===== src/hw/ctp_consts.vh =====
// Constants for the cascaded 16-bit PWM / pulse generator / warm-up timer.
// Included by every design file of the timer; definitions only.
`ifndef CTP_CONSTS_VH
`define CTP_CONSTS_VH

// APB register byte offsets
`define CTP_OFF_CTRL 12'h000
`define CTP_OFF_DUTY 12'h004
`define CTP_OFF_PERIOD 12'h008
`define CTP_OFF_STATUS 12'h00C

// Control register fields
`define CTP_CTRL_MODE_LSB 0
`define CTP_CTRL_MODE_MSB 1
`define CTP_CTRL_RUN_BIT 2
`define CTP_CTRL_INIT_BIT 3
`define CTP_CTRL_SEL_LSB 4
`define CTP_CTRL_SEL_MSB 6
`define CTP_CTRL_TAP_BIT 7
`define CTP_CTRL_SLOW_BIT 8
`define CTP_CTRL_WIDTH 9
`define CTP_CTRL_RESET 9'h000

// Status register fields
`define CTP_STAT_FLOP_BIT 16
`define CTP_STAT_RUN_BIT 17

// Operating modes
`define CTP_MODE_PWM 2'h0
`define CTP_MODE_PPG 2'h1
`define CTP_MODE_WARM 2'h2

// Count clock source selects
`define CTP_SEL_DIV11 3'h0
`define CTP_SEL_DIV7 3'h1
`define CTP_SEL_DIV5 3'h2
`define CTP_SEL_DIV3 3'h3
`define CTP_SEL_LOWF 3'h4
`define CTP_SEL_DIV1 3'h5
`define CTP_SEL_FULL 3'h6
`define CTP_SEL_EXT 3'h7

// Divider widths
`define CTP_HF_DIV_BITS 11
`define CTP_LF_DIV_BITS 3

// Register reset values and count limit
`define CTP_DUTY_RESET 16'h0000
`define CTP_PERIOD_RESET 16'hFFFF
`define CTP_COUNT_MAX 16'hFFFF

`endif


===== src/hw/ctp_prescaler.v =====
// Count clock prescaler of the cascaded timer: one tick per count step.
// Assumes pclk is the high-frequency clock; the low-frequency clock and the
// external count input are asynchronous pins.
`timescale 1ns/1ps
`default_nettype none
`include "ctp_consts.vh"

module ctp_prescaler (
    input wire pclk,
    input wire presetn,
    input wire [2:0] clk_sel,
    input wire divider_tap_select,
    input wire slow_mode,
    input wire low_freq_clock,
    input wire ext_count_input,
    output reg count_tick
);

    reg [`CTP_HF_DIV_BITS-1:0] hf_div_reg;
    reg [`CTP_LF_DIV_BITS-1:0] lf_div_reg;
    reg [2:0] lf_sync_reg;
    reg [2:0] ext_sync_reg;
    reg tick_next;
    wire lf_edge;
    wire ext_edge;
    wire lf_div8;

    // All ones in the lowest n bits of the divider marks a tap rollover
    function hf_tap;
        input [`CTP_HF_DIV_BITS-1:0] div;
        input integer n;
        integer i;
        begin
            hf_tap = 1'b1;
            for (i = 0; i < `CTP_HF_DIV_BITS; i = i + 1) begin
                if (i < n && !div[i]) begin
                    hf_tap = 1'b0;
                end
            end
        end
    endfunction

    assign lf_edge = lf_sync_reg[1] & ~lf_sync_reg[2];
    assign ext_edge = ext_sync_reg[1] & ~ext_sync_reg[2];
    assign lf_div8 = lf_edge & (&lf_div_reg);

    always @(posedge pclk or negedge presetn) begin
        if (!presetn) begin
            hf_div_reg <= {`CTP_HF_DIV_BITS{1'b0}};
            lf_div_reg <= {`CTP_LF_DIV_BITS{1'b0}};
            lf_sync_reg <= 3'h0;
            ext_sync_reg <= 3'h0;
            count_tick <= 1'b0;
        end else begin
            hf_div_reg <= hf_div_reg + 11'h001;
            lf_sync_reg <= {lf_sync_reg[1:0], low_freq_clock};
            ext_sync_reg <= {ext_sync_reg[1:0], ext_count_input};
            if (lf_edge) begin
                lf_div_reg <= lf_div_reg + 3'h1;
            end
            count_tick <= tick_next;
        end
    end

    // Source choice; in slow operation only the low-frequency, external and DIV11 (low-frequency clock divided by 8) selects tick
    always @* begin
        tick_next = 1'b0;
        case (clk_sel)
            `CTP_SEL_DIV11: tick_next = (divider_tap_select | slow_mode) ? lf_div8 :
                hf_tap(hf_div_reg, 11);
            `CTP_SEL_DIV7: tick_next = ~slow_mode & hf_tap(hf_div_reg, 7);
            `CTP_SEL_DIV5: tick_next = ~slow_mode & hf_tap(hf_div_reg, 5);
            `CTP_SEL_DIV3: tick_next = ~slow_mode & hf_tap(hf_div_reg, 3);
            `CTP_SEL_LOWF: tick_next = lf_edge;
            `CTP_SEL_DIV1: tick_next = ~slow_mode & hf_tap(hf_div_reg, 1);
            `CTP_SEL_FULL: tick_next = ~slow_mode;
            `CTP_SEL_EXT: tick_next = ext_edge;
            default: tick_next = 1'b0;
        endcase
    end

endmodule

`default_nettype wire


===== src/hw/ctp_timer.v =====
// Cascaded 16-bit timer with PWM, pulse generator and warm-up modes, APB slave.
// Assumes a single APB4 master on pclk; output pins drive external circuitry.
`timescale 1ns/1ps
`default_nettype none
`include "ctp_consts.vh"

module ctp_timer (
    input wire pclk,
    input wire presetn,
    input wire psel,
    input wire penable,
    input wire pwrite,
    input wire [11:0] paddr,
    input wire [31:0] pwdata,
    input wire [3:0] pstrb,
    output reg [31:0] prdata,
    output reg pready,
    output reg pslverr,
    input wire low_freq_clock,
    input wire ext_count_input,
    output reg pwm_out_n,
    output reg pulse_gen_out_n,
    output reg cascade_match_irq
);

    // Counter sequencer states
    localparam ST_IDLE = 2'b01;
    localparam ST_RUN = 2'b10;

    reg [1:0] state_reg;
    reg [1:0] state_next;
    reg [`CTP_CTRL_WIDTH-1:0] ctrl_reg;
    reg [`CTP_CTRL_WIDTH-1:0] ctrl_next;
    reg [15:0] duty_buf_reg;
    reg [15:0] duty_buf_next;
    reg [15:0] duty_shift_reg;
    reg [15:0] duty_shift_next;
    reg [15:0] period_reg;
    reg [15:0] period_next;
    reg [7:0] lo_count_reg;
    reg [7:0] lo_count_next;
    reg [7:0] hi_count_reg;
    reg [7:0] hi_count_next;
    reg output_toggle_flop_reg;
    reg output_toggle_flop_next;
    reg irq_next;
    reg [31:0] rdata_next;
    reg slverr_next;

    wire count_tick;
    wire access;
    wire wr_en;
    wire wr_ctrl;
    wire wr_duty;
    wire wr_period;
    wire [1:0] mode;
    wire running;
    wire [15:0] count;
    wire [15:0] duty_active;
    wire lo_carry;
    wire duty_hit;
    wire end_hit;
    wire toggling_mode;

    // Register offset decode
    function addr_is;
        input [11:0] addr;
        input [11:0] offset;
        begin
            addr_is = (addr[11:2] == offset[11:2]);
        end
    endfunction

    // Byte lane merge into a 16-bit register, low lane first
    function [15:0] merge16;
        input [15:0] old;
        input [31:0] data;
        input [3:0] strb;
        begin
            merge16[7:0] = strb[0] ? data[7:0] : old[7:0];
            merge16[15:8] = strb[1] ? data[15:8] : old[15:8];
        end
    endfunction

    ctp_prescaler u_prescaler (
        .pclk(pclk),
        .presetn(presetn),
        .clk_sel(ctrl_reg[`CTP_CTRL_SEL_MSB:`CTP_CTRL_SEL_LSB]),
        .divider_tap_select(ctrl_reg[`CTP_CTRL_TAP_BIT]),
        .slow_mode(ctrl_reg[`CTP_CTRL_SLOW_BIT]),
        .low_freq_clock(low_freq_clock),
        .ext_count_input(ext_count_input),
        .count_tick(count_tick)
    );

    assign access = psel & penable;
    assign wr_en = access & pwrite & pready;
    assign wr_ctrl = wr_en & addr_is(paddr, `CTP_OFF_CTRL);
    assign wr_duty = wr_en & addr_is(paddr, `CTP_OFF_DUTY);
    assign wr_period = wr_en & addr_is(paddr, `CTP_OFF_PERIOD);

    assign mode = ctrl_reg[`CTP_CTRL_MODE_MSB:`CTP_CTRL_MODE_LSB];
    assign running = (state_reg == ST_RUN);
    assign toggling_mode = (mode == `CTP_MODE_PWM) | (mode == `CTP_MODE_PPG);
    assign count = {hi_count_reg, lo_count_reg};
    assign lo_carry = (lo_count_reg == 8'hFF);
    assign duty_active = (mode == `CTP_MODE_PWM) ? duty_shift_reg : duty_buf_reg;
    assign duty_hit = toggling_mode & (count == duty_active);

    // Cycle end: overflow, full period match, or upper-byte period match
    assign end_hit = ((mode == `CTP_MODE_PWM) & (count == `CTP_COUNT_MAX)) |
        ((mode == `CTP_MODE_PPG) & (count == period_reg)) |
        ((mode == `CTP_MODE_WARM) & (hi_count_reg == period_reg[15:8]));

    // APB slave: one wait state, read data and error registered
    always @* begin
        rdata_next = 32'h00000000;
        slverr_next = 1'b0;
        if (addr_is(paddr, `CTP_OFF_CTRL)) begin
            rdata_next[`CTP_CTRL_WIDTH-1:0] = ctrl_reg;
        end else if (addr_is(paddr, `CTP_OFF_DUTY)) begin
            rdata_next[15:0] = duty_active;
        end else if (addr_is(paddr, `CTP_OFF_PERIOD)) begin
            rdata_next[15:0] = period_reg;
        end else if (addr_is(paddr, `CTP_OFF_STATUS)) begin
            rdata_next[15:0] = count;
            rdata_next[`CTP_STAT_FLOP_BIT] = output_toggle_flop_reg;
            rdata_next[`CTP_STAT_RUN_BIT] = running;
        end else begin
            slverr_next = 1'b1;
        end
    end

    // Register writes and the counter sequencer
    always @* begin
        ctrl_next = ctrl_reg;
        duty_buf_next = duty_buf_reg;
        duty_shift_next = duty_shift_reg;
        period_next = period_reg;
        state_next = state_reg;
        lo_count_next = lo_count_reg;
        hi_count_next = hi_count_reg;
        output_toggle_flop_next = output_toggle_flop_reg;
        irq_next = 1'b0;

        if (wr_ctrl) begin
            ctrl_next = pwdata[`CTP_CTRL_WIDTH-1:0];
        end
        if (wr_duty) begin
            duty_buf_next = merge16(duty_buf_reg, pwdata, pstrb);
            if (!running) begin
                duty_shift_next = duty_buf_next;
            end
        end
        if (wr_period) begin
            period_next = merge16(period_reg, pwdata, pstrb);
        end

        case (state_reg)
            ST_IDLE: begin
                if (wr_ctrl) begin
                    // Flop follows the initial level only while stopped
                    output_toggle_flop_next = pwdata[`CTP_CTRL_INIT_BIT];
                    if (pwdata[`CTP_CTRL_RUN_BIT]) begin
                        state_next = ST_RUN;
                        lo_count_next = 8'h00;
                        hi_count_next = 8'h00;
                    end
                end
            end
            ST_RUN: begin
                if (wr_ctrl && !pwdata[`CTP_CTRL_RUN_BIT]) begin
                    state_next = ST_IDLE;
                end else if (count_tick) begin
                    if (end_hit) begin
                        lo_count_next = 8'h00;
                        hi_count_next = 8'h00;
                        irq_next = 1'b1;
                        if (mode == `CTP_MODE_PWM) begin
                            duty_shift_next = duty_buf_next;
                        end
                    end else begin
                        lo_count_next = lo_count_reg + 8'h01;
                        hi_count_next = hi_count_reg + {7'h00, lo_carry};
                    end
                    output_toggle_flop_next = output_toggle_flop_reg ^ duty_hit ^
                        (end_hit & toggling_mode);
                end
            end
            default: begin
                state_next = ST_IDLE;
            end
        endcase
    end

    always @(posedge pclk or negedge presetn) begin
        if (!presetn) begin
            state_reg <= ST_IDLE;
            ctrl_reg <= `CTP_CTRL_RESET;
            duty_buf_reg <= `CTP_DUTY_RESET;
            duty_shift_reg <= `CTP_DUTY_RESET;
            period_reg <= `CTP_PERIOD_RESET;
            lo_count_reg <= 8'h00;
            hi_count_reg <= 8'h00;
            output_toggle_flop_reg <= 1'b0;
            cascade_match_irq <= 1'b0;
            pwm_out_n <= 1'b1;
            pulse_gen_out_n <= 1'b1;
            prdata <= 32'h00000000;
            pready <= 1'b0;
            pslverr <= 1'b0;
        end else begin
            state_reg <= state_next;
            ctrl_reg <= ctrl_next;
            duty_buf_reg <= duty_buf_next;
            duty_shift_reg <= duty_shift_next;
            period_reg <= period_next;
            lo_count_reg <= lo_count_next;
            hi_count_reg <= hi_count_next;
            output_toggle_flop_reg <= output_toggle_flop_next;
            cascade_match_irq <= irq_next;
            pwm_out_n <= ~output_toggle_flop_next;
            pulse_gen_out_n <= ~output_toggle_flop_next;
            pready <= access & ~pready;
            if (access && !pready) begin
                prdata <= pwrite ? 32'h00000000 : rdata_next;
                pslverr <= slverr_next;
            end else begin
                prdata <= 32'h00000000;
                pslverr <= 1'b0;
            end
        end
    end

endmodule

`default_nettype wire


===== config.mk =====
export PLATFORM = sky130hd
export DESIGN_NAME = ctp_timer
export DESIGN_NICKNAME = d
export VERILOG_FILES = /design/src/hw/ctp_prescaler.v /design/src/hw/ctp_timer.v
export VERILOG_INCLUDE_DIRS = /design/src /design/src/hw
export SDC_FILE = /design/constraint.sdc
export NUM_CORES = 1
export LEC_CHECK = 0
export BUFFER_PORTS_ARGS = -buffer_cell sky130_fd_sc_hd__buf_4
export CAP_MARGIN = 0
export CORE_MARGIN = 4
export CORE_UTILIZATION = 60
export CTS_BUF_LIST = sky130_fd_sc_hd__clkbuf_2 sky130_fd_sc_hd__clkbuf_4 sky130_fd_sc_hd__clkbuf_8
export CTS_CLUSTER_DIAMETER = 80
export DETAILED_ROUTE_END_ITERATION = 16
export PLACE_DENSITY = 0.82
export SKIP_CTS_REPAIR_TIMING = 1
export SLEW_MARGIN = 25
export SYNTH_ARGS = -nofsm -noshare
export SYNTH_HDL_FRONTEND = slang
export SYNTH_HIERARCHICAL = 1
export SYNTH_SLANG_ARGS = --single-unit

===== constraint.sdc =====
create_clock -name pclk -period 4.14 [get_ports pclk]
set_input_delay 0.207 -clock pclk [delete_from_list [all_inputs] [get_ports pclk]]
set_output_delay 0.207 -clock pclk [all_outputs]
set_load 0.01 [all_outputs]

==> results of run 1 <==
layout make-up:
| cell class | instances | area, µm² | area share [%] |
|---|---|---|---|
| Tap cell | 136 | 170.2 | 2.311 |
| Clock inverter | 9 | 125.1 | 1.699 |
| Sequential cell | 119 | 3000 | 40.75 |
| Multi-Input combinational cell | 503 | 3119 | 42.36 |
| Clock buffer | 23 | 297.8 | 4.044 |
| Timing Repair Buffer | 73 | 575.6 | 7.816 |
| Inverter | 20 | 75.07 | 1.020 |
routing by layer:
metal | vias to the layer above | global-route usage, % | part of all wire [%]
li1 | 2477 | - | -
met1 | 2638 | 33.69 | 39
met2 | 318 | 43.09 | 48
met3 | 54 | 7.283 | 9.5
met4 | 0 | 13.46 | 3.7
met5 | - | 0 | 0
where the power goes:
| part | switching, µW | internal [µW] | leakage, µW | total (µW) |
|---|---|---|---|---|
| Clock | 445 | 659 | 0.000216 | 1100 |
| Sequential | 19.2 | 1200 | 0.00155 | 1220 |
| Combinational | 117 | 86.0 | 0.00161 | 203 |
layout by cell type (no fill, tap or decap), types with 3 or more instances in the layout:
cell type / instances
mux2_2: 18
and3_1: 9
o31ai_1: 6
o21ai_0: 43
nor3_1: 13
nor4_2: 4
mux2i_1: 26
dfrtp_1: 101
nor2_1: 55
dfstp_2: 18
inv_1: 20
nor3b_1: 3
bufinv_16: 3
nand2b_1: 6
xnor2_1: 25
or3_1: 3
ha_1: 9
xor2_1: 14
a31oi_1: 3
buf_4: 62
dlygate4sd3_1: 11
a22oi_1: 3
clkbuf_4: 3
a211oi_1: 20
o21ai_1: 15
clkbuf_8: 20
o22ai_1: 4
nand4_1: 7
a2111oi_0: 7
a21oi_1: 31
nand2_1: 87
clkinv_2: 4
nor4_1: 4
conb_1: 14
nand3_1: 29
nor2b_1: 9
worst max-delay path, cell delays in order (launching register included):
cell and delay [ns]:
dfrtp_1 0.43, or2_1 0.75, mux2i_1 0.48, xnor2_1 0.12, a2111oi_1 0.35, nand3b_1 0.22, mux2i_2 0.29, mux2_1 0.36
through the flow:
| stage | power (µW) | instances | worst slack (ns) | util, % | cell area (µm²) |
|---|---|---|---|---|---|
| 6_report | 2522 | 883 | 1.012 | 70.69 | 7363 |
| 2_1_floorplan | 1346 | 703 | 1.848 | - | 6516 |
| 3_3_place_gp | 1413 | 840 | 1.198 | 65.57 | 6830 |
| 5_1_grt | 2622 | 883 | 0.8407 | 70.69 | 7363 |
| 3_5_place_dp | 1430 | 840 | 1.118 | 65.57 | 6830 |
| 4_1_cts | 2532 | 872 | 1.095 | 69.63 | 7253 |
cells by family after synthesis:
group | share of synthesized area [%]
mux | 7.777
flops | 46.39
simple gates | 17.82
other cells | 0.05798
xor+xnor | 5.282
buf+inv | 6.133
compound gates | 14.80
fa+ha+maj | 1.741
worst paths after layout:
kind	to	cells after the start	slack [ns]	from
hold / removal	state_reg[0]	2	0.01	pwdata[2]
hold reg to reg	u_prescaler/ext_sync_reg[1]	0	0.36	u_prescaler/ext_sync_reg[0]
setup reg to reg	flip-flop	7	1.01	ctrl_reg[0]
setup / recovery	flip-flop	7	1.01	ctrl_reg[0]
max in group asynchronous	period_reg[5]	3	2.88	presetn
min in group asynchronous	hi_count_reg[6]	2	0.30	presetn
==> summary.md, run 1 <==
| Metric | Value |
|---|---|
| PortBufs | 57 |
| Routed WL | 16360 µm |
| Register bit count reported by yosys | 119 |
| Worst EP required | 4.45 ns |
| Yosys Warn Count | 6 |
| Height of the chip | 111.8 µm |
| Worst Setup End Kind | flip-flop |
| Highest Clock Rate | 0.3197 GHz |
| N_diodes | 0 |
| Fin nets | 798 |
| Initial DRC count | 446 |
| Startpoint class of the critical path | flip-flop |
| Post-Route Setup TNS | 0 ns |
| Grt ovf | 0 |
| Worst Hold Class | in2reg |
| Fillers | 765 |
| I/O pin total | 92 |
| Pwr Density | 342.5 nW/µm² |
| DR WL/cell | 18.53 µm |
| Max-slew violations | 0 |
| Remaining antenna violation count | 0 |
| Vias in the first global route | 5507 |
| Number of vias per cell | 6.214 |
| Via count | 5487 |
| CTS root buf | clkbuf_8 |
| Row count | 37 |
| Ys flop type | dfrtp_1 |
| GP Congestion | 0.8911 |
| Max_cap viols | 0 |
| Core region area | 10420 µm² |
| Total track usage | 26.90% |
| Final Hold Vio Count | 0 |
| Starting Density | 62.09% |
| Worst EP arrival | 3.44 ns |
| Biggest register | prdata |
| # setup viols final | 0 |
| Num CTS Buffers | 17 |
| Register area share after synthesis | 46.39% |
| Area of the mapped netlist | 6467 µm² |
| Die area | 12500 µm² |
| Leakage power | 0.003376 µW |
| Initial antenna violation count | 0 |
| Worst Path Max Fanout | 19 |
| Clock Tree Buf Depth | 2 |
| Post-route clock period utilization | 75.56% |
| Post-Route Skew | 0.01432 ns |
| TritonCTS clock tree | yes |
| WS Path Type | reg2reg |
| Hold Slack | 0.01174 ns |
| Synth cell count leaders | dfrtp_1 (101), nand2_1 (87), nor2_1 (55), o21ai_0 (43), a21oi_1 (31) |
| Clock sinks | 119 |
| Synth area leaders | dfrtp_1 (39%), dfstp_2 (7.3%), nand2_1 (5.0%) |
| Worst Tran Pin Value | 0.9323 ns |
| Reg clk slew, reported paths | 0.07 ns |
| RSZ-0062 raised after global routing | false |
| Area growth, synth to finish | 13.85% |
| Dpl hpwl | 11400 µm |
| H-tree levels | 4 |
| DR DRC count | 0 |
| Worst IR drop on VDD | 0.3246 mV |
| Pin count of the biggest net entering global routing | 50 |
| Min Tclk post-route | 3.128 ns |
| Post-synth EDFFs | 0 |
| Router iterations before antenna repair | 7 |
| Top cell type by total area after synthesis | dfrtp_1 |
| Share of cells above drive strength 1 | 19.14% |
| Top-count cell post-synth | dfrtp_1 |
| Clock Latency Late Sink | 0.44 ns |
| Mapped Cells | 690 |
| Unique masters post-synth | 64 |
| Die width | 111.8 µm |
| Global-route wire length before repair | 26770 µm |
| Max-slew headroom | 37.85% |
| Avg Inst Size Synth | 9.373 µm² |
| Status | completed |
| Max FFs per register | 18 |
| Post-synthesis async set-or-reset flop share | 100.0% |
| Yosys top cell area share | 39.08% |
Note: power is estimated with default switching activity, not from simulation.
==> run 2, diff against run 1 <==
- clock period: 4.14 -> 2.9 ns (I/O delays scaled with it)
==> run 2 against run 1 <==
  * Critical path depth grew 1
  * Worst setup slack lost 0.85 ns
  * Flip-flop and latch count unchanged
  * Sequential power up 42%
  * Largest power group unchanged
  * Worst hold slack improved by 0.037 ns
  * Largest cell class unchanged
  * Sequential share of layout area down 1.4 points
  * Via count hardly changed
  * Combinational power is 48% higher
==> summary.md, run 2 (synthesized netlist as in run 1, its figures left out) <==
| Metric | Value |
|---|---|
| Pre-CTS setup slack | 0.1716 ns |
| # setup viols final | 0 |
| Share of cells above drive strength 1 | 20.57% |
| PortBufs | 57 |
| Number of vias per cell | 6.040 |
| Worst Setup End Kind | flip-flop |
| Area growth, synth to finish | 17.88% |
| Clock sinks | 119 |
| Max-slew violations | 0 |
| Worst EP required | 3.23 ns |
| Grt ovf | 0 |
| Dpl cells | 855 |
| I/O pin total | 92 |
| Leakage power | 0.003506 µW |
| Sw frac | 23.66% |
| Routed WL | 17080 µm |
| Row count | 37 |
| Core region area | 10420 µm² |
| Startpoint class of the critical path | flip-flop |
| Worst EP arrival | 3.07 ns |
| Starting Density | 62.09% |
| FF+latch area | 3000 µm² |
| Fillers | 755 |
| Worst Hold Class | in2reg |
| GP Congestion | 0.9098 |
| Reg clk slew, reported paths | 0.08 ns |
| Biggest register | prdata |
| Max-slew headroom | 45.08% |
| Post-Route Setup TNS | 0 ns |
| Area of the multi-input gates | 3123 µm² |
| Pin count of the biggest net entering global routing | 65 |
| H-tree levels | 4 |
| TritonCTS clock tree | yes |
| Post-route clock period utilization | 94.58% |
| Buf/Inv on CP | 0 |
| Global-route wire length before repair | 27370 µm |
| Via count | 5490 |
| Worst IR drop on VDD | 0.3967 mV |
| Worst Path Max Fanout | 13 |
| Clock Tree Buf Depth | 2 |
| Clock share of power | 45.1% |
| Total track usage | 27.64% |
| DR WL/cell | 18.79 µm |
| Slowest-stage cell, CP | or2_1 |
| Reg power frac | 46.8% |
| Critical path's top delay family | simple AND/OR/NAND/NOR gates |
| Worst Tran Pin Value | 0.8238 ns |
| Post-Layout Cell Count | 909 |
| Pwr Density | 486.2 nW/µm² |
| DR DRC count | 0 |
| Height of the chip | 111.8 µm |
| Max FFs per register | 18 |
| Dpl hpwl | 12030 µm |
| Clock Latency Late Sink | 0.45 ns |
| Hold Slack | 0.04910 ns |
| Max_cap viols | 0 |
| Vias in the first global route | 5380 |
| Status | completed |
| Router iterations before antenna repair | 5 |
| Highest Clock Rate | 0.3646 GHz |
| CTS root buf | clkbuf_8 |
| Initial DRC count | 619 |
| WS Path Type | reg2reg |
| Most common cell after layout, fill and taps aside | dfrtp_1 |
| N_diodes | 0 |
| NetSw | 877.2 µW |
| CP Cell Sequence | or2_1, mux2i_1, o2bb2ai_1, a211o_1, nor4_2, nand3b_1, mux2i_2, mux2_1 |
| Slowest stage delay, CP | 0.51 ns |
| Num CTS Buffers | 17 |
| Most frequent cells in the layout | dfrtp_1 (101), nand2_1 (87), buf_4 (76) |
| Die area | 12500 µm² |
| Int Pwr | 2830 µW |
| RSZ-0062 raised after global routing | false |
| Fin nets | 824 |
| Worst setup margin | 0.1571 ns |
| Die width | 111.8 µm |
| Post-Route Skew | 0.01165 ns |
| Comb pwr share | 8.1% |
| Initial antenna violation count | 0 |
| Remaining antenna violation count | 0 |
| Fin util | 73.19% |
| Min Tclk post-route | 2.743 ns |
| Final Hold Vio Count | 0 |
[run 2: worst reg2reg max path, stage by stage, from the launching register on]
cell and delay [ns]:
dfrtp_1 0.39, or2_1 0.51, mux2i_1 0.32, o2bb2ai_1 0.11
a211o_1 0.25, nor4_2 0.28, nand3b_1 0.17, mux2i_2 0.26
mux2_1 0.35
[run 2: metrics by stage]
stage | total power, µW | cell area [µm²]
floorplan | 1921 | 6516
global placement | 2022 | 6955
detailed placement | 2039 | 6955
CTS | 3698 | 7400
global route | 3849 | 7624
finish | 3707 | 7624
[run 2: layout make-up]
type | count | area share, %
Multi-Input combinational cell | 503 | 40.97
Clock buffer | 21 | 3.545
Inverter | 20 | 0.9847
Tap cell | 136 | 2.232
Sequential cell | 119 | 39.36
Clock inverter | 11 | 2.281
Timing Repair Buffer | 99 | 10.64
[run 2: layer usage]
| metal | GRT usage [%] | wire, µm | up-vias |
|---|---|---|---|
| li1 | - | - | 2528 |
| met1 | 37.99 | 7254 | 2682 |
| met2 | 43.29 | 8054 | 244 |
| met3 | 5.000 | 1359 | 36 |
| met4 | 11.68 | 415 | 0 |
| met5 | 0 | 0 | - |
[run 2: power groups by stage]
stage          logic (µW)  clock network, µW  registers, µW
6_report              300               1670           1730
5_1_grt               340               1770           1740
4_1_cts               278               1680           1730
3_3_place_gp          262                  0           1760
3_5_place_dp          275                  0           1760
2_1_floorplan         160                  0           1760
[run 2: path summary, 6_finish.rpt]
check,start,depth (start not counted),to,slack (ns)
worst min-delay path,penable,4,pready,0.05
min in group asynchronous,presetn,2,hi_count_reg[3],0.34
worst max register to register,ctrl_reg[1],8,flip-flop,0.16
worst min register to register,u_prescaler/ext_sync_reg[0],0,u_prescaler/ext_sync_reg[1],0.36
worst max-delay path,ctrl_reg[1],8,flip-flop,0.16
max in group asynchronous,presetn,3,period_reg[7],1.73
